File: config.mk
export PLATFORM = sky130hd
export DESIGN_NAME = aux_status_ctrl
export DESIGN_NICKNAME = d
export VERILOG_FILES = /design/src/design/aux_status_pkg.sv /design/src/design/aux_status_ctrl.sv /design/src/design/jabber_timer.sv /design/src/design/mdio_frame_slave.sv
export SDC_FILE = /design/constraint.sdc
export NUM_CORES = 1
export LEC_CHECK = 0
export BUFFER_PORTS_ARGS = -buffer_cell sky130_fd_sc_hd__buf_2
export CAP_MARGIN = 10
export CORE_ASPECT_RATIO = 1.4
export CORE_MARGIN = 10
export CORE_UTILIZATION = 39
export CTS_CLUSTER_SIZE = 8
export DETAILED_ROUTE_END_ITERATION = 8
export RECOVER_POWER = 50
export SLEW_MARGIN = 10
export SYNTH_ARGS = -nofsm -noshare
export SYNTH_HDL_FRONTEND = slang
export SYNTH_SLANG_ARGS = --single-unit
File: constraint.sdc
create_clock -name clk -period 2.6 [get_ports clk]
set_input_delay 0.13 -clock clk [delete_from_list [all_inputs] [get_ports clk]]
set_output_delay 0.13 -clock clk [all_outputs]
set_load 0.02 [all_outputs]
File: src/design/aux_status_pkg.sv
// Purpose: Shared constants and carriers for the auxiliary status block
// Assumes: 25 MHz system clock, management frames over a serial port
// Notes: Register addresses are management register numbers
package aux_status_pkg;
  localparam logic [4:0] REG_AUX_CTRL = 5'h18;
  localparam logic [4:0] REG_AUX_STATUS = 5'h19;
  localparam int CTL_JAB_DIS_BIT = 15;
  localparam int CTL_PWR_SAVE_BIT = 4;
  localparam logic [2:0] CTL_RSV_RESET = 3'h1;
  localparam logic [3:0] CTL_LOW_FIXED = 4'h7;
  localparam logic [2:0] MODE_NONE = 3'h0;
  localparam logic [2:0] MODE_10_HALF = 3'h1;
  localparam logic [2:0] MODE_10_FULL = 3'h2;
  localparam logic [2:0] MODE_100_HALF = 3'h3;
  localparam logic [2:0] MODE_100_FULL = 3'h5;
  localparam logic [1:0] OP_READ = 2'h2;
  localparam logic [1:0] OP_WRITE = 2'h1;
  localparam logic [4:0] HDR_BITS = 5'h0C;
  localparam logic [4:0] DATA_BITS = 5'h10;
  localparam int unsigned CLK_HZ = 25000000;
  localparam int unsigned JABBER_TIME_MS = 20;
  localparam int unsigned JABBER_CYCLES_DEF = JABBER_TIME_MS * (CLK_HZ / 1000);
  localparam int JAB_CNT_W = 20;

  // Outputs of the negotiation, link and fault logic
  typedef struct packed {
    logic anEnableCtl;
    logic fiberMode;
    logic anComplete;
    logic ackDone;
    logic ackMatch;
    logic abilityDetect;
    logic localSymPause;
    logic partnerSymPause;
    logic [2:0] resolvedCommonMode;
    logic pdFault;
    logic partnerRemoteFault;
    logic farEndFault;
    logic codeWordRcvd;
    logic partnerAnAble;
    logic speedHundredFlag;
    logic linkValid;
  } an_status_t;

  // One decoded management access
  typedef struct packed {
    logic rdStrobe;
    logic wrStrobe;
    logic [4:0] addr;
    logic [15:0] wdata;
  } mgmt_req_t;
endpackage : aux_status_pkg

File: src/design/aux_status_ctrl.sv
// Purpose: Auxiliary control and auxiliary status registers with jabber control
// Assumes: Negotiation and link inputs are on clk; transmit request is not
// Notes: Status latches update on the edge after a status read
//
// Overview of operation
// Writing one to control bit 15 disables jabber detection.
// Writing zero there, or reset, re-enables jabber detection.
// Reading control bit 15 returns its stored value.
// Enabled 10 Mb/s jabber shuts the transmitter after maximum request time.
// Software sets the power-saving bit to lower consumption.
// Status bit 15 shows negotiation complete, zero when negotiation disabled.
// Status bit 14 latches acknowledge completion until read.
// Status bit 13 latches acknowledge match entry until read.
// Status bit 12 latches ability detect state until read.
// Status bit 11 shows pause after completion with symmetric pause both sides.
// Bits 10:8 report resolved common mode with the five legal codes.
// Status bit 7 latches parallel detection fault, re-evaluated on read.
// Status bit 6 latches remote fault until read finds it gone.
// Status bit 5 latches code word received, re-evaluated on read.
// Status bit 4 shows partner negotiation ability, updated on read.
// Status bit 3 shows one at 100 Mb/s, zero at 10 Mb/s.
// Status bit 2 clears on link failure, sets on read with valid link.
// Status bit 1 mirrors negotiation enable unless fiber mode.
// Status bit 0 latches jabber until read, zero at 100 Mb/s.
// Status writes ignored; reads return fields then apply latch updates.
module aux_status_ctrl
  import aux_status_pkg::*;
#(
  parameter int unsigned JABBER_CYCLES = JABBER_CYCLES_DEF
) (
  // System
  input wire logic clk,
  input wire logic sys_rst,
  // Management pins
  input wire logic mdc,
  input wire logic mdioIn,
  output logic mdioOut,
  output logic mdioOe,
  input wire logic [4:0] phyAddr,
  // Negotiation, link and fault inputs
  input an_status_t an,
  // Transmit path
  input wire logic txEnable,
  output logic txShutoff,
  // Control outputs
  output logic mgmtPowerSave,
  output logic jabberDisabled
);
  typedef struct packed {
    logic jabberDisable;
    logic ctlRsv14;
    logic [2:0] ctlRsv;
    logic powerSave;
    logic ackLatch;
    logic detectLatch;
    logic abilityLatch;
    logic pdFaultLatch;
    logic remoteLatch;
    logic pageLatch;
    logic lpAble;
    logic linkUp;
    logic jabberLatch;
  } aux_q_t;

  aux_q_t q, d;
  mgmt_req_t req;
  logic [15:0] rdData;
  logic [15:0] statusWord;
  logic [15:0] ctrlWord;
  logic [2:0] modeField;
  logic anOn;
  logic remoteNow;
  logic jabberNow;
  logic rdStatus;
  logic wrCtrl;
  logic wrStatus;
  logic rdCtrl;
  logic jabEnable;

  function automatic logic [2:0] legal_mode(input logic [2:0] m);
    logic [2:0] r;
    r = MODE_NONE;
    if (m == MODE_10_HALF || m == MODE_10_FULL || m == MODE_100_HALF || m == MODE_100_FULL) begin
      r = m;
    end
    return r;
  endfunction : legal_mode

  mdio_frame_slave u_mdio (
    .clk(clk),
    .sys_rst(sys_rst),
    .mdc(mdc),
    .mdioIn(mdioIn),
    .mdioOut(mdioOut),
    .mdioOe(mdioOe),
    .phyAddr(phyAddr),
    .req(req),
    .rdData(rdData)
  );

  // Watchdog only in 10 Mb/s
  assign jabEnable = ~q.jabberDisable & ~an.speedHundredFlag;

  jabber_timer #(
    .JABBER_CYCLES(JABBER_CYCLES)
  ) u_jabber (
    .clk(clk),
    .sys_rst(sys_rst),
    .enable(jabEnable),
    .txEnable(txEnable),
    .txShutoff(txShutoff)
  );

  assign jabberNow = txShutoff;
  assign rdStatus = req.rdStrobe && req.addr == REG_AUX_STATUS;
  assign rdCtrl = req.rdStrobe && req.addr == REG_AUX_CTRL;
  assign wrCtrl = req.wrStrobe && req.addr == REG_AUX_CTRL;
  assign wrStatus = req.wrStrobe && req.addr == REG_AUX_STATUS;
  // Enable unless fiber
  assign anOn = an.anEnableCtl & ~an.fiberMode;
  assign remoteNow = an.partnerRemoteFault | an.farEndFault;
  // Only legal mode codes
  assign modeField = legal_mode(an.resolvedCommonMode);

  // Control readback
  assign ctrlWord = {q.jabberDisable, q.ctlRsv14, 6'h00, q.ctlRsv, q.powerSave, CTL_LOW_FIXED};

  // Complete gated by enable
  // Pause after completion only
  // Speed straight through
  assign statusWord = {
    an.anComplete & anOn,
    q.ackLatch,
    q.detectLatch,
    q.abilityLatch,
    an.anComplete & an.localSymPause & an.partnerSymPause,
    modeField,
    q.pdFaultLatch,
    q.remoteLatch,
    q.pageLatch,
    q.lpAble,
    an.speedHundredFlag,
    q.linkUp,
    anOn,
    q.jabberLatch
  };

  // Read returns current fields
  assign rdData = rdStatus ? statusWord : (rdCtrl ? ctrlWord : 16'h0000);

  always_comb begin
    d = q;
    // Store jabber disable
    // Zero restores detection
    // Power-saving stored, driven out on mgmtPowerSave
    // Status writes do nothing
    if (wrCtrl) begin
      d.jabberDisable = req.wdata[CTL_JAB_DIS_BIT];
      d.ctlRsv14 = req.wdata[14];
      d.ctlRsv = req.wdata[7:5];
      d.powerSave = req.wdata[CTL_PWR_SAVE_BIT];
    end
    // Sticky ack complete, set wins
    d.ackLatch = (rdStatus ? 1'b0 : q.ackLatch) | an.ackDone;
    // Sticky ack match
    d.detectLatch = (rdStatus ? 1'b0 : q.detectLatch) | an.ackMatch;
    // Sticky ability detect
    d.abilityLatch = (rdStatus ? 1'b0 : q.abilityLatch) | an.abilityDetect;
    // Sticky parallel fault
    d.pdFaultLatch = (rdStatus ? 1'b0 : q.pdFaultLatch) | an.pdFault;
    // Sticky remote fault
    d.remoteLatch = (rdStatus ? 1'b0 : q.remoteLatch) | remoteNow;
    // Sticky page received
    d.pageLatch = (rdStatus ? 1'b0 : q.pageLatch) | an.codeWordRcvd;
    // Sample partner ability on read
    if (rdStatus) begin
      d.lpAble = an.partnerAnAble;
    end
    // Drop at once, raise on read
    if (!an.linkValid) begin
      d.linkUp = 1'b0;
    end else if (rdStatus) begin
      d.linkUp = 1'b1;
    end
    // Sticky jabber, forced low at 100 Mb/s
    if (an.speedHundredFlag) begin
      d.jabberLatch = 1'b0;
    end else begin
      d.jabberLatch = (rdStatus ? 1'b0 : q.jabberLatch) | jabberNow;
    end
  end

  always_ff @(posedge clk or posedge sys_rst) begin
    if (sys_rst) begin
      q <= '0;
      q.ctlRsv <= CTL_RSV_RESET;
    end else begin
      q <= d;
    end
  end

  assign mgmtPowerSave = q.powerSave;
  assign jabberDisabled = q.jabberDisable;

  a_jab_disable_set: assert property (@(posedge clk) disable iff (sys_rst)
    wrCtrl && req.wdata[CTL_JAB_DIS_BIT] |=> jabberDisabled && !jabEnable)
    else $error("jabber disable not taken");

  a_jab_enable_set: assert property (@(posedge clk) disable iff (sys_rst)
    wrCtrl && !req.wdata[CTL_JAB_DIS_BIT] |=> !jabberDisabled)
    else $error("jabber enable not taken");

  a_ctrl_read_back: assert property (@(posedge clk) disable iff (sys_rst)
    rdCtrl |-> rdData[CTL_JAB_DIS_BIT] == q.jabberDisable && rdData[3:0] == CTL_LOW_FIXED)
    else $error("control readback wrong");

  a_jab_gate_off: assert property (@(posedge clk) disable iff (sys_rst)
    jabberDisabled ##1 jabberDisabled |-> !txShutoff)
    else $error("shutoff while jabber disabled");

  a_pwr_save_hold: assert property (@(posedge clk) disable iff (sys_rst)
    !wrCtrl |=> $stable(mgmtPowerSave))
    else $error("power save changed without write");

  a_an_done_gate: assert property (@(posedge clk) disable iff (sys_rst)
    statusWord[15] |-> an.anComplete && an.anEnableCtl && !an.fiberMode)
    else $error("complete shown while negotiation off");

  a_ack_sticky: assert property (@(posedge clk) disable iff (sys_rst)
    (q.ackLatch && !rdStatus) || an.ackDone |=> statusWord[14])
    else $error("ack complete latch lost");

  a_detect_sticky: assert property (@(posedge clk) disable iff (sys_rst)
    an.ackMatch ##1 !rdStatus [*2] |=> statusWord[13])
    else $error("ack match latch lost");

  a_ability_clear: assert property (@(posedge clk) disable iff (sys_rst)
    rdStatus && !an.abilityDetect |=> !statusWord[12])
    else $error("ability latch not cleared by read");

  a_pause_needs_both: assert property (@(posedge clk) disable iff (sys_rst)
    statusWord[11] |-> an.anComplete && an.localSymPause && an.partnerSymPause)
    else $error("pause shown without both sides");

  a_mode_legal: assert property (@(posedge clk) disable iff (sys_rst)
    statusWord[10:8] != 3'h4 && statusWord[10:8] != 3'h6 && statusWord[10:8] != 3'h7)
    else $error("illegal mode code shown");

  a_pd_fault_eval: assert property (@(posedge clk) disable iff (sys_rst)
    rdStatus |=> statusWord[7] == $past(an.pdFault))
    else $error("parallel fault not re-evaluated");

  a_remote_hold: assert property (@(posedge clk) disable iff (sys_rst)
    q.remoteLatch && rdStatus && remoteNow |=> statusWord[6])
    else $error("remote fault cleared while present");

  a_page_eval: assert property (@(posedge clk) disable iff (sys_rst)
    an.codeWordRcvd |=> statusWord[5])
    else $error("page received not latched");

  a_lp_update: assert property (@(posedge clk) disable iff (sys_rst)
    rdStatus |=> statusWord[4] == $past(an.partnerAnAble))
    else $error("partner ability not sampled on read");

  a_lp_hold: assert property (@(posedge clk) disable iff (sys_rst)
    !rdStatus |=> $stable(statusWord[4]))
    else $error("partner ability moved without read");

  a_speed_bit: assert property (@(posedge clk) disable iff (sys_rst)
    statusWord[3] == an.speedHundredFlag)
    else $error("speed bit wrong");

  a_link_drop: assert property (@(posedge clk) disable iff (sys_rst)
    !an.linkValid |=> !statusWord[2])
    else $error("link bit not cleared on failure");

  a_link_stay_low: assert property (@(posedge clk) disable iff (sys_rst)
    !q.linkUp && !rdStatus |=> !q.linkUp)
    else $error("link bit rose without read");

  a_an_enable_bit: assert property (@(posedge clk) disable iff (sys_rst)
    statusWord[1] == (an.anEnableCtl && !an.fiberMode))
    else $error("negotiation enable bit wrong");

  a_jab_fast_zero: assert property (@(posedge clk) disable iff (sys_rst)
    an.speedHundredFlag |=> !statusWord[0])
    else $error("jabber shown at 100 Mb/s");

  a_jab_latch_hold: assert property (@(posedge clk) disable iff (sys_rst)
    q.jabberLatch && !rdStatus && !an.speedHundredFlag |=> q.jabberLatch)
    else $error("jabber latch lost without read");

  a_status_no_write: assert property (@(posedge clk) disable iff (sys_rst)
    wrStatus |=> $stable(q.jabberDisable) && $stable(q.powerSave) && $stable(q.ctlRsv))
    else $error("status write changed control");

  a_other_reg_zero: assert property (@(posedge clk) disable iff (sys_rst)
    req.rdStrobe && !rdStatus && !rdCtrl |-> rdData == 16'h0000)
    else $error("unmapped register read not zero");

  a_jab_shut_speed: assert property (@(posedge clk) disable iff (sys_rst)
    an.speedHundredFlag |=> !txShutoff)
    else $error("shutoff held at 100 Mb/s");

  a_pwr_save_write: assert property (@(posedge clk) disable iff (sys_rst)
    wrCtrl |=> mgmtPowerSave == $past(req.wdata[CTL_PWR_SAVE_BIT]))
    else $error("power save not stored");

  a_ack_clear: assert property (@(posedge clk) disable iff (sys_rst)
    rdStatus && !an.ackDone |=> !statusWord[14])
    else $error("ack latch not cleared by read");

  a_detect_clear: assert property (@(posedge clk) disable iff (sys_rst)
    rdStatus && !an.ackMatch |=> !statusWord[13])
    else $error("ack match latch not cleared by read");

  a_ability_set: assert property (@(posedge clk) disable iff (sys_rst)
    an.abilityDetect |=> statusWord[12])
    else $error("ability detect not latched");

  a_pd_fault_set: assert property (@(posedge clk) disable iff (sys_rst)
    an.pdFault |=> statusWord[7])
    else $error("parallel fault not latched");

  a_remote_clear: assert property (@(posedge clk) disable iff (sys_rst)
    rdStatus && !remoteNow |=> !statusWord[6])
    else $error("remote fault kept after clean read");

  a_page_clear: assert property (@(posedge clk) disable iff (sys_rst)
    rdStatus && !an.codeWordRcvd |=> !statusWord[5])
    else $error("page latch not cleared by read");

  a_link_rise_read: assert property (@(posedge clk) disable iff (sys_rst)
    $rose(q.linkUp) |-> $past(rdStatus) && $past(an.linkValid))
    else $error("link bit rose without valid read");

  a_jab_latch_set: assert property (@(posedge clk) disable iff (sys_rst)
    jabberNow && !an.speedHundredFlag |=> statusWord[0])
    else $error("jabber not latched");

  a_jab_unlatch: assert property (@(posedge clk) disable iff (sys_rst)
    rdStatus && !jabberNow |=> !statusWord[0])
    else $error("jabber latch kept after clean read");
endmodule : aux_status_ctrl

File: src/design/jabber_timer.sv
// Purpose: Transmit jabber watchdog for 10 Mb/s operation
// Assumes: Transmit request arrives from another clock domain
// Notes: Shutoff holds until the request drops or enable goes low
module jabber_timer
  import aux_status_pkg::*;
#(
  parameter int unsigned JABBER_CYCLES = JABBER_CYCLES_DEF
) (
  // System
  input wire logic clk,
  input wire logic sys_rst,
  // Control and request
  input wire logic enable,
  input wire logic txEnable,
  // Result
  output logic txShutoff
);
  localparam logic [JAB_CNT_W-1:0] JAB_LAST = JAB_CNT_W'(JABBER_CYCLES - 1);

  typedef struct packed {
    logic [1:0] txSync;
    logic [JAB_CNT_W-1:0] cnt;
    logic shutoff;
  } jab_q_t;

  jab_q_t q, d;

  always_comb begin
    d = q;
    d.txSync = {q.txSync[0], txEnable};
    if (!enable || !q.txSync[1]) begin
      d.cnt = '0;
      d.shutoff = 1'b0;
    // Trip after max time
    end else if (!q.shutoff) begin
      if (q.cnt == JAB_LAST) begin
        d.shutoff = 1'b1;
      end else begin
        d.cnt = q.cnt + JAB_CNT_W'(1);
      end
    end
  end

  always_ff @(posedge clk or posedge sys_rst) begin
    if (sys_rst) begin
      q <= '0;
    end else begin
      q <= d;
    end
  end

  assign txShutoff = q.shutoff;

  a_jab_trip_time: assert property (@(posedge clk) disable iff (sys_rst)
    $rose(q.shutoff) |-> $past(q.cnt) == JAB_LAST && $past(enable))
    else $error("jabber shutoff without full count");
endmodule : jabber_timer

File: src/design/mdio_frame_slave.sv
// Purpose: Serial management frame slave, one strobe per access
// Assumes: MDC well below the system clock, preamble optional
// Notes: Read data is captured at the end of the read strobe cycle
module mdio_frame_slave
  import aux_status_pkg::*;
(
  // System
  input wire logic clk,
  input wire logic sys_rst,
  // Management pins
  input wire logic mdc,
  input wire logic mdioIn,
  output logic mdioOut,
  output logic mdioOe,
  input wire logic [4:0] phyAddr,
  // Register side
  output mgmt_req_t req,
  input wire logic [15:0] rdData
);
  typedef enum logic [2:0] {
    S_IDLE = 3'b000,
    S_HDR = 3'b001,
    S_RTA = 3'b010,
    S_RDATA = 3'b011,
    S_WSKIP = 3'b100
  } frame_state_t;

  typedef struct packed {
    logic [1:0] mdcSync;
    logic [1:0] mdioSync;
    logic mdcLast;
    logic lastBit;
    frame_state_t st;
    logic [4:0] cnt;
    logic [15:0] shift;
    logic isWrite;
    logic out;
    logic oe;
    mgmt_req_t req;
  } mdio_q_t;

  mdio_q_t q, d;
  logic rise;
  logic bitIn;
  logic [15:0] shiftIn;

  assign rise = q.mdcSync[1] & ~q.mdcLast;
  assign bitIn = q.mdioSync[1];
  assign shiftIn = {q.shift[14:0], bitIn};

  always_comb begin
    d = q;
    d.mdcSync = {q.mdcSync[0], mdc};
    d.mdioSync = {q.mdioSync[0], mdioIn};
    d.mdcLast = q.mdcSync[1];
    d.req.rdStrobe = 1'b0;
    d.req.wrStrobe = 1'b0;
    if (q.req.rdStrobe) begin
      d.shift = rdData;
    end
    if (rise) begin
      d.lastBit = bitIn;
      unique case (q.st)
        S_IDLE: begin
          if (!q.lastBit && bitIn) begin
            d.st = S_HDR;
            d.cnt = 5'h00;
          end
        end
        S_HDR: begin
          d.shift = shiftIn;
          d.cnt = q.cnt + 5'h01;
          if (q.cnt == HDR_BITS - 5'h01) begin
            d.cnt = 5'h00;
            d.req.addr = shiftIn[4:0];
            d.isWrite = shiftIn[11:10] == OP_WRITE && shiftIn[9:5] == phyAddr;
            if (shiftIn[11:10] == OP_READ && shiftIn[9:5] == phyAddr) begin
              d.st = S_RTA;
              d.req.rdStrobe = 1'b1;
            end else begin
              d.st = S_WSKIP;
            end
          end
        end
        S_RTA: begin
          d.oe = 1'b1;
          d.out = 1'b0;
          d.st = S_RDATA;
        end
        S_RDATA: begin
          if (q.cnt == DATA_BITS) begin
            d.oe = 1'b0;
            d.out = 1'b0;
            d.lastBit = 1'b1;
            d.st = S_IDLE;
          end else begin
            d.out = q.shift[15];
            d.shift = {q.shift[14:0], 1'b0};
            d.cnt = q.cnt + 5'h01;
          end
        end
        S_WSKIP: begin
          d.shift = shiftIn;
          d.cnt = q.cnt + 5'h01;
          if (q.cnt == DATA_BITS + 5'h01) begin
            d.req.wrStrobe = q.isWrite;
            d.req.wdata = shiftIn;
            d.lastBit = 1'b1;
            d.st = S_IDLE;
          end
        end
        default: d.st = S_IDLE;
      endcase
    end
  end

  always_ff @(posedge clk or posedge sys_rst) begin
    if (sys_rst) begin
      q <= '0;
      q.lastBit <= 1'b1;
    end else begin
      q <= d;
    end
  end

  assign req = q.req;
  assign mdioOut = q.out;
  assign mdioOe = q.oe;
endmodule : mdio_frame_slave

==> out/metrics.yaml, run 1 <==
pwr:
  p_leak_nw: 2.01
  ir_drop_uv: 406
  p_total_mw: 3.42
  powerDensity_nw_per_um2: 738
timing:
  skew_ns: 0.0103
  tightestPinTransition_ns: 1.45
  slew_violations: 0
  slew_headroom: 0.0250
  final_hold_viol_count: 0
  finalSetupViolCount: 0
  rsz0062_at_grt: "false"
  finalCriticalPeriod_ns: 2.30
  whs_ns: 0.0225
  timing.fmax_mhz: 434
  finalCritPeriodShare: 0.886
  finalSetupTns_ns: 0
route:
  viasPerCell: 5.21
  totalWireLength_um: 8390
  drc: 0
  vias: 2899
  dr.pass1.iters: 4
  ant_nets: 0
  dr.first_iter.drc_count: 158
  post_drt_wl_per_cell_um: 15.1
critical_path:
  cp_cell_sequence: "nor4bb_1, nand3_1, a211o_1, dlygate4sd3_1"
  cp_slowest_cell: "dlygate4sd3_1"
  worstPathMaxFanout: 8
  cp-start-kind: "flip-flop"
  crit_required_ns: 2.82
  critPathMaxStageDelay_ns: 0.56
  cp.arrival_ns: 2.53
  path_class: "reg -> reg"
  worstSetupEndpointType: "flip-flop"
floorplan:
  rows: 43
  core_area_um2: 9850
  die_w_um: 104
  initial_core_util: 0.396
  ioPinCount: 33
  fp.dieH_um: 138
  die-area_um2: 14400
logic_synthesis:
  synth_ff_type: "dfrtp_1"
  async_reset_ff_frac: 1.00
  syn-instance-count: 370
  synth_top_cell_area_share: 0.526
  ys_seq_area_frac: 0.540
  yosys-top-cells-area: "dfrtp_1, mux2_2, nor2_1"
  synth_cell_types: 56
  synth.net_count: 402
  yosys_warnings: 0
  ys_seq_elements: 84
  synth_top_area_cell: "dfrtp_1"
  syn_avg_cell_area_um2: 10.5
  synth_area_um2: 3900
  synth_edf_count: 0
global_routing:
  use_met3: 0.0302
  grtUsageTotal: 0.119
  grt_pass1_wl_um: 14200
  grt_use_met2: 0.196
  grt_pass1_vias: 2943
  antenna_found_initial: 0
  gr-usage-met1: 0.142
  grt-busiest-layer: "met2"
  grt_max_degree: 53
  grt_remaining_overflow: 0
placed_design:
  port-buffer-count: 32
  placed_cells: 527
  gp_congestion: 0.819
  dp_hpwl_um: 5860
final_layout:
  diodes: 0
  fin_nets: 448
  drive_gt1_frac: 0.190
  fill_cells: 888
  multi_input_area_um2: 1680
  syn_to_final_growth_pct: 19.1
  ff_latch_area_um2: 2100
  fin_cells: 556
  finish.utilization: 0.471
clock_tree:
  h-tree-depth: 3
  cts_resized: 0
  clk_pin_slew_ns: 0.06
  clock_sinks: 84
  insertion_delay_ns: 0.34
  cts_buffer_depth: 2
  cts_root_buffer: "clkbuf_16"
  cts_buffers: 9
  cts_tree: "done"
run_status:
  status: "finished, final reports clean"
job:
  cap_violations: 0
worst_hold_path:
  hold_class: "in -> reg"
## flip-flops by register name, indices dropped and copies added, names as in the netlist, 3 cells and up
signal      cells
u_mdio.q       27
u_jabber.q     21
u_mdio.req     13
q               9
ctrlWord        4
u_mdio.d        3
## worst max-delay path, delay by kind of cell, from the launching register on
family | cells | cell delay [ns]
AO/OA/AOI/OAI | 1 | 0.40
AND/OR/NAND/NOR | 2 | 0.85
flip-flops | 1 | 0.37
buffers and inverters | 1 | 0.56
## power by group
group | internal (mW) | switching [mW]
clock network | 0.771 | 0.505
registers | 1.47 | 0.174
logic | 0.243 | 0.261
total | 2.48 | 0.940
## layer usage
metal	part of all wire	up-vias
li1	-	1410
met1	0.44	1428
met2	0.50	49
met3	0.038	12
met4	0.020	0
met5	0	-
## synth_stat cells, types with 2 or more instances
| cell | count |
|---|---|
| dfrtp_1 | 82 |
| nor2_1 | 40 |
| nand2_1 | 31 |
| mux2_2 | 20 |
| a21oi_1 | 16 |
| o21ai_0 | 16 |
| inv_1 | 14 |
| clkbuf_1 | 13 |
| nand3_1 | 12 |
| xnor2_1 | 11 |
| nand4_1 | 6 |
| nor3_1 | 6 |
| xor2_1 | 6 |
| a21o_1 | 5 |
| a221oi_1 | 5 |
| a31oi_1 | 5 |
| o22ai_1 | 5 |
| and4_1 | 4 |
| ha_1 | 4 |
| nand2b_1 | 4 |
| nand4b_1 | 4 |
| nor2b_1 | 4 |
| a211oi_1 | 3 |
| a22oi_1 | 3 |
| and2_1 | 3 |
| and3_1 | 3 |
| nand3b_1 | 3 |
| o31ai_1 | 3 |
| or3_1 | 3 |
| a211o_1 | 2 |
| a22o_1 | 2 |
| a2bb2oi_1 | 2 |
| a32oi_1 | 2 |
| a41oi_1 | 2 |
| buf_2 | 2 |
| dfstp_2 | 2 |
| nor3b_1 | 2 |
| or2_2 | 2 |
## kinds of logic after synthesis
kind of cell	count (synthesis)	synth area share
flops	84	0.540
fa+ha+maj	4	0.0128
buf+inv	30	0.0295
simple gates	137	0.188
mux	21	0.0604
compound gates	77	0.131
xor+xnor	17	0.0382
## cell usage in the layout, fill, tap and decap left out, drive strengths merged, types with 5 or more instances in the layout
| cell | count |
|---|---|
| buf | 33 |
| a221oi | 5 |
| o21ai | 16 |
| nand4 | 6 |
| a31oi | 5 |
| nand3 | 12 |
| clkbuf | 16 |
| a21oi | 17 |
| xnor2 | 11 |
| nor3 | 6 |
| xor2 | 6 |
| a21o | 5 |
| dfrtp | 82 |
| o22ai | 5 |
| nor2 | 40 |
| mux2 | 20 |
| nand2 | 31 |
| dlygate4sd3 | 13 |
| inv | 14 |
## stage by stage
stage / setup WS, ns / cell area, µm²
after floorplan: 0.308 / 3900
after global placement: 0.516 / 4230
after detailed placement: 0.486 / 4230
after CTS: 0.311 / 4660
after global routing: 0.154 / 4640
final: 0.295 / 4640
## final timing paths
check	depth (start not counted)	endpoint	slack, ns	from
max	4	q[4]	0.30	u_mdio.req[17]
min	2	q[1]	0.02	an[0]
max reg2reg	4	q[4]	0.30	u_mdio.req[17]
min reg2reg	0	u_jabber.q[22]	0.35	u_jabber.d[22]
max in group asynchronous	4	u_mdio.req[14]	0.55	sys_rst
min in group asynchronous	3	u_mdio.d[55]	0.66	sys_rst
## cell type report
type	count	share of cell area
flip-flops and latches	84	0.453
clock buffers	11	0.0523
well taps	135	0.0364
repair buffers	51	0.0712
multi-input cells	256	0.362
inverters	14	0.0116
clock inverters	5	0.0127
## timing repair
| item | in CTS | in global routing |
|---|---|---|
| hold buffers | 13 | 0 |
| buffers inserted | 0 | 0 |
| endpoints found under the hold margin | 42 | 0 |
Power figures use the tool's default switching activity.
==> run 2: changes to the inputs <==
Clock period 2.6 ns to 2.2 ns, I/O delays scaled along.
==> run 2 against run 1 <==
Compared with the run above:
- routed wire length fell by 0.83%
- utilization up 0.95 points
- die area did not move
- sequential cell count stayed put
- register-to-register slack got worse by 0.19 ns
- first-iteration DRC count is 37% lower
- critical path depth grew 3
- via count down 0.72%
- power increased by 24%
- worst setup slack got worse by 0.19 ns
- critical path type unchanged
- largest cell class unchanged
==> out/metrics.yaml, run 2 (synthesis results as in run 1) <==
run_status:
  status: "finished, final reports clean"  # unchanged
route:
  drc: 0  # unchanged
  dr.first_iter.drc_count: 99  # was 158
  ant_nets: 0  # unchanged
  totalWireLength_um: 8320  # was 8390 µm
  viasPerCell: 5.12  # was 5.21
  dr.pass1.iters: 4  # unchanged
  vias: 2878  # was 2,899
  post_drt_wl_per_cell_um: 14.8  # was 15.1 µm
critical_path:
  regToRegStartpoint: "u_mdio.q[42]"  # was u_mdio.req[17]
  cp-start-kind: "flip-flop"  # unchanged
  worstPathMaxFanout: 6  # was 8
  worstSetupEndpointType: "flip-flop"  # unchanged
  crit_required_ns: 2.43  # was 2.82 ns
  cp-startpoint: "u_mdio.q[42]"  # was u_mdio.req[17]
  path_class: "reg -> reg"  # unchanged
  cp.arrival_ns: 2.32  # was 2.53 ns
floorplan:
  die_w_um: 104  # unchanged
  core_area_um2: 9850  # unchanged
  fp.dieH_um: 138  # unchanged
  die-area_um2: 14400  # unchanged
  rows: 43  # unchanged
  initial_core_util: 0.396  # unchanged
  ioPinCount: 33  # unchanged
worst_hold_path:
  hold_class: "in -> reg"  # unchanged
  min_from: "an[11]"  # was an[0]
timing:
  finalCriticalPeriod_ns: 2.09  # was 2.30 ns
  final_hold_viol_count: 0  # unchanged
  timing.fmax_mhz: 477  # was 434 MHz
  slew_violations: 0  # unchanged
  skew_ns: 0.00564  # was 0.0103 ns
  finalSetupTns_ns: 0  # unchanged
  finalSetupViolCount: 0  # unchanged
  tightestPinTransition_ns: 0.921  # was 1.45 ns
  slew_headroom: 0.382  # was 0.0250
  rsz0062_at_grt: "true"  # was false
  finalCritPeriodShare: 0.952  # was 0.886
  setup_slack_ns: 0.105  # was 0.295 ns
clock_tree:
  cts_buffer_depth: 2  # unchanged
  cts_tree: "done"  # unchanged
  clock_sinks: 84  # unchanged
  cts_root_buffer: "clkbuf_16"  # unchanged
  clk_pin_slew_ns: 0.06  # about the same
  cts_buffers: 9  # unchanged
  h-tree-depth: 3  # unchanged
  insertion_delay_ns: 0.33  # was 0.34 ns
final_layout:
  fin_cells: 562  # was 556
  largest_reg_flops: 27  # unchanged
  drive_gt1_frac: 0.204  # was 0.190
  layout_commonest_cell: "dfrtp_1"  # unchanged
  fill_cells: 906  # was 888
  post-route-cell-area_um2: 4730  # was 4640 µm²
  final_cell_mix: "dfrtp_1, nor2_1, nand2_1"  # unchanged
  regMostFlops: "u_mdio.q"  # unchanged
  fin_nets: 454  # was 448
  syn_to_final_growth_pct: 21.5  # was 19.1%
  diodes: 0  # unchanged
pwr:
  powerDensity_nw_per_um2: 899  # was 738 nW/µm²
  p_leak_nw: 2.06  # was 2.01 nW
  p_total_mw: 4.26  # was 3.42 mW
  ir_drop_uv: 354  # was 406 µV
global_routing:
  grtUsageTotal: 0.118  # was 0.119
  grt_pass1_vias: 2989  # was 2,943
  grt_max_degree: 65  # was 53
  grt_remaining_overflow: 0  # unchanged
  grt_pass1_wl_um: 14100  # was 14,200 µm
  antenna_found_initial: 0  # unchanged
placed_design:
  port-buffer-count: 32  # unchanged
  pre_cts_slack_ns: 0.0893  # was 0.486 ns
  dp_hpwl_um: 5910  # was 5860 µm
  gp_congestion: 0.797  # was 0.819
  placed_cells: 532  # was 527
  place_area_um2: 4270  # was 4230 µm²
job:
  cap_violations: 0  # unchanged
## run 2: worst max-delay path: stages (launching register included)
cell and delay [ns]:
dfrtp_1 0.43, inv_1 0.08, ha_1 0.15, and4bb_2 0.30
nor2_2 0.08, a211oi_1 0.56, nor2_1 0.13, a22o_1 0.25
## run 2: power breakdown
| part | switching (mW) | internal (mW) |
|---|---|---|
| combinational | 0.310 | 0.295 |
| clock | 0.599 | 1.11 |
| sequential | 0.206 | 1.74 |
## run 2: path summary, 6_finish.rpt
| path | depth (start not counted) | slack [ns] | endpoint |
|---|---|---|---|
| setup / recovery | 7 | 0.11 | u_mdio.q[44] |
| hold / removal | 3 | 0.09 | u_mdio.q[37] |
| setup reg to reg | 7 | 0.11 | u_mdio.q[44] |
| hold reg to reg | 0 | 0.35 | u_mdio.d[51] |
| max in group asynchronous | 4 | 0.37 | q[6] |
| min in group asynchronous | 3 | 0.47 | u_jabber.q[17] |
## run 2: cell type report
type	instances	area, µm²	area share
sequential	84	2100	0.445
multi-input combinational	256	1690	0.357
timing repair buffer	57	378	0.0798
clock buffer	10	229	0.0484
tap	135	169	0.0357
clock inverter	6	111	0.0235
inverter	14	53.8	0.0114
## run 2: timing repair
item	4_1_cts	5_1_grt
hold endpoints to repair	31	0
setup buffers	0	0
hold buffers	14	0
endpoints found under the setup margin	0	10
gates resized for setup	0	2
## run 2: through the flow
step / hold slack [ns] / utilization
after global placement: 0.165 / 0.433
final: 0.0863 / 0.481
after CTS: 0.0874 / 0.482
after floorplan: 0.141 / -
after detailed placement: 0.170 / 0.433
after global routing: 0.100 / 0.481
## run 2: layer usage
metal	GRT usage	routed length [µm]	up-vias
li1	-	-	1438
met1	0.141	3770	1379
met2	0.194	4110	51
met3	0.0279	298	10
met4	0.0580	138	0
met5	0	0	-
==> run 3: changes to the inputs <==
Settings changed: REMOVE_ABC_BUFFERS from default to 1, SLEW_MARGIN 10 to default.
Clock period 2.2 ns to 2 ns, I/O delays scaled along.
==> run 3 against run 2 <==
Compared with the run above:
- die area unchanged
- design area is 0.32% higher
- sequential share of layout area fell by 0.11 points
- routed wire length increased by 1.2%
- non-clock buffer count increased by 6
- clock skew grew 0.0038 ns
- fmax up 9.0%
- utilization rose by 0.15 points
- via count is 3.6% higher
- combinational power grew 19%
- critical endpoint is now u_jabber.q[6]
- largest power group unchanged
- highest routed layer unchanged
==> out/metrics.yaml, run 3 (synthesis results as in run 1) <==
run_status:
  status: "finished, final reports clean"  # unchanged
critical_path:
  crit_family: "simple AND/OR/NAND/NOR gates"  # was compound AO/OA/AOI/OAI gates
  cp_cell_sequence: "or4b_4, nor4_4, buf_6, a21oi_2, a211o_1, nand2_1"  # was inv_1, ha_1, and4bb_2, nor2_2, a211oi_1, nor2_1, a22o_1
  cp-startpoint: "u_jabber.q[10]"  # was u_mdio.q[42]
  worstSetupEndpointType: "flip-flop"  # unchanged
  worstPathMaxFanout: 8  # was 6
  cp-start-kind: "flip-flop"  # unchanged
  critPathMaxStageDelay_ns: 0.54  # was 0.56 ns
  path_class: "reg -> reg"  # unchanged
  cp_num_buf_inv: 1  # unchanged
  cp_slowest_cell: "or4b_4"  # was a211oi_1
  crit_required_ns: 2.28  # was 2.43 ns
  cp.arrival_ns: 2.20  # was 2.32 ns
  regToRegStartpoint: "u_jabber.q[10]"  # was u_mdio.q[42]
floorplan:
  rows: 43  # unchanged
  initial_core_util: 0.396  # unchanged
  die-area_um2: 14400  # unchanged
  ioPinCount: 33  # unchanged
  fp.dieH_um: 138  # unchanged
  core_area_um2: 9850  # unchanged
  die_w_um: 104  # unchanged
timing:
  slew_headroom: 0.243  # was 0.382
  whs_ns: 0.0427  # was 0.0863 ns
  rsz0062_at_grt: "true"  # unchanged
  tightestPinTransition_ns: 1.14  # was 0.921 ns
  finalCritPeriodShare: 0.961  # was 0.952
  finalSetupTns_ns: 0  # unchanged
  skew_ns: 0.00942  # was 0.00564 ns
  timing.fmax_mhz: 520  # was 477 MHz
  finalSetupViolCount: 0  # unchanged
  finalCriticalPeriod_ns: 1.92  # was 2.09 ns
  final_hold_viol_count: 0  # unchanged
  slew_violations: 0  # unchanged
final_layout:
  syn_to_final_growth_pct: 21.9  # was 21.5%
  largest_reg_flops: 27  # unchanged
  layout_commonest_cell: "dfrtp_1"  # unchanged
  diodes: 0  # unchanged
  regMostFlops: "u_mdio.q"  # unchanged
  drive_gt1_frac: 0.232  # was 0.204
  final_cell_mix: "dfrtp_1, nor2_1, nand2_1, buf_2, mux2_2"  # was dfrtp_1, nor2_1, nand2_1
  fin_cells: 566  # was 562
  fin_nets: 460  # was 454
clock_tree:
  cts_buffer_depth: 2  # unchanged
  cts_root_buffer: "clkbuf_16"  # unchanged
  cts_tree: "done"  # unchanged
  clk_pin_slew_ns: 0.06  # about the same
  clock_sinks: 84  # unchanged
  cts_setup_buffers: 0  # unchanged
  insertion_delay_ns: 0.34  # was 0.33 ns
  h-tree-depth: 3  # unchanged
  cts_buffers: 9  # unchanged
placed_design:
  dp_hpwl_um: 5890  # was 5910 µm
  port-buffer-count: 32  # unchanged
  gp_congestion: 0.834  # was 0.797
  placed_cells: 538  # was 532
global_routing:
  grt_remaining_overflow: 0  # unchanged
  grt_pass1_vias: 3038  # was 2,989
  grtUsageTotal: 0.122  # was 0.118
  grt_max_degree: 85  # was 65
  grt_pass1_wl_um: 14600  # was 14,100 µm
  antenna_found_initial: 0  # unchanged
worst_hold_path:
  hold_class: "in -> reg"  # unchanged
  min_from: "an[11]"  # unchanged
pwr:
  ir_drop_uv: 431  # was 354 µV
  powerDensity_nw_per_um2: 913  # was 899 nW/µm²
  p_leak_nw: 2.09  # was 2.06 nW
route:
  totalWireLength_um: 8430  # was 8320 µm
  ant_nets: 0  # unchanged
  dr.pass1.iters: 4  # unchanged
  post_drt_wl_per_cell_um: 14.9  # was 14.8 µm
  dr.first_iter.drc_count: 121  # was 99
  drc: 0  # unchanged
  viasPerCell: 5.27  # was 5.12
  vias: 2983  # was 2,878
job:
  cap_violations: 0  # unchanged
-- run 3: cell types whose count changed in the layout (fill, tap and decap cells not counted), sizes merged --
cell      change
buf           +9
bufinv        -3
inv           -1
clkinvlp      -1
clkinv        +3
clkbuf        -3
-- run 3: path summary, 6_finish.rpt --
| check | endpoint | slack, ns | cells past startpoint |
|---|---|---|---|
| worst max register to register | u_jabber.q[6] | 0.08 | 6 |
| max in group asynchronous | u_mdio.q[42] | 0.52 | 4 |
| min in group asynchronous | u_mdio.mdioOe | 0.69 | 4 |
| worst min-delay path | u_mdio.q[37] | 0.04 | 3 |
| worst max-delay path | u_jabber.q[6] | 0.08 | 6 |
| worst min register to register | u_mdio.bitIn | 0.34 | 0 |
-- run 3: tightest hold or removal path, delay by kind of cell --
kind | cells | cell delay, ns
AND/OR/NAND/NOR | 1 | 0.06
buffers and inverters | 1 | 0.09
AO/OA/AOI/OAI | 1 | 0.08
-- run 3: repair_timing --
action / 4_1_cts / 5_1_grt
hold buffers: 14 / 0
resized for setup: 1 / 10
endpoints found under the hold margin: 94 / 0
endpoints found under the setup margin: 3 / 16
pin swaps: 0 / 1
-- run 3: area by class of cell --
class,instances,area [µm²]
clock buffer,10,239
clock inverter,4,27.5
fill,918,5100
inverter,14,53.8
multi-input combinational,256,1710
sequential,84,2110
tap,135,169
timing repair buffer,63,443
-- run 3: stage by stage --
step | worst slack [ns] | power, mW | instance area, µm² | utilization
final | 0.0777 | 4.34 | 4750 | 0.482
after global routing | -0.0205 | 4.61 | 4750 | 0.482
after CTS | 0.00813 | 4.39 | 4730 | 0.480
after detailed placement | -0.0420 | 2.84 | 4320 | 0.439
after global placement | 0.0424 | 2.82 | 4320 | 0.439
after floorplan | -1.03 | 2.58 | 3830 | -
-- run 3: metal layers --
metal	part of all wire	track usage
met5	0	0
met4	0.026	0.0705
met2	0.52	0.205
met1	0.42	0.141
met3	0.031	0.0256
-- run 3: power breakdown --
group / total [mW] / internal [mW] / switching [mW]
logic: 0.719 / 0.356 / 0.363
clock network: 1.50 / 0.860 / 0.636
registers: 2.12 / 1.91 / 0.212
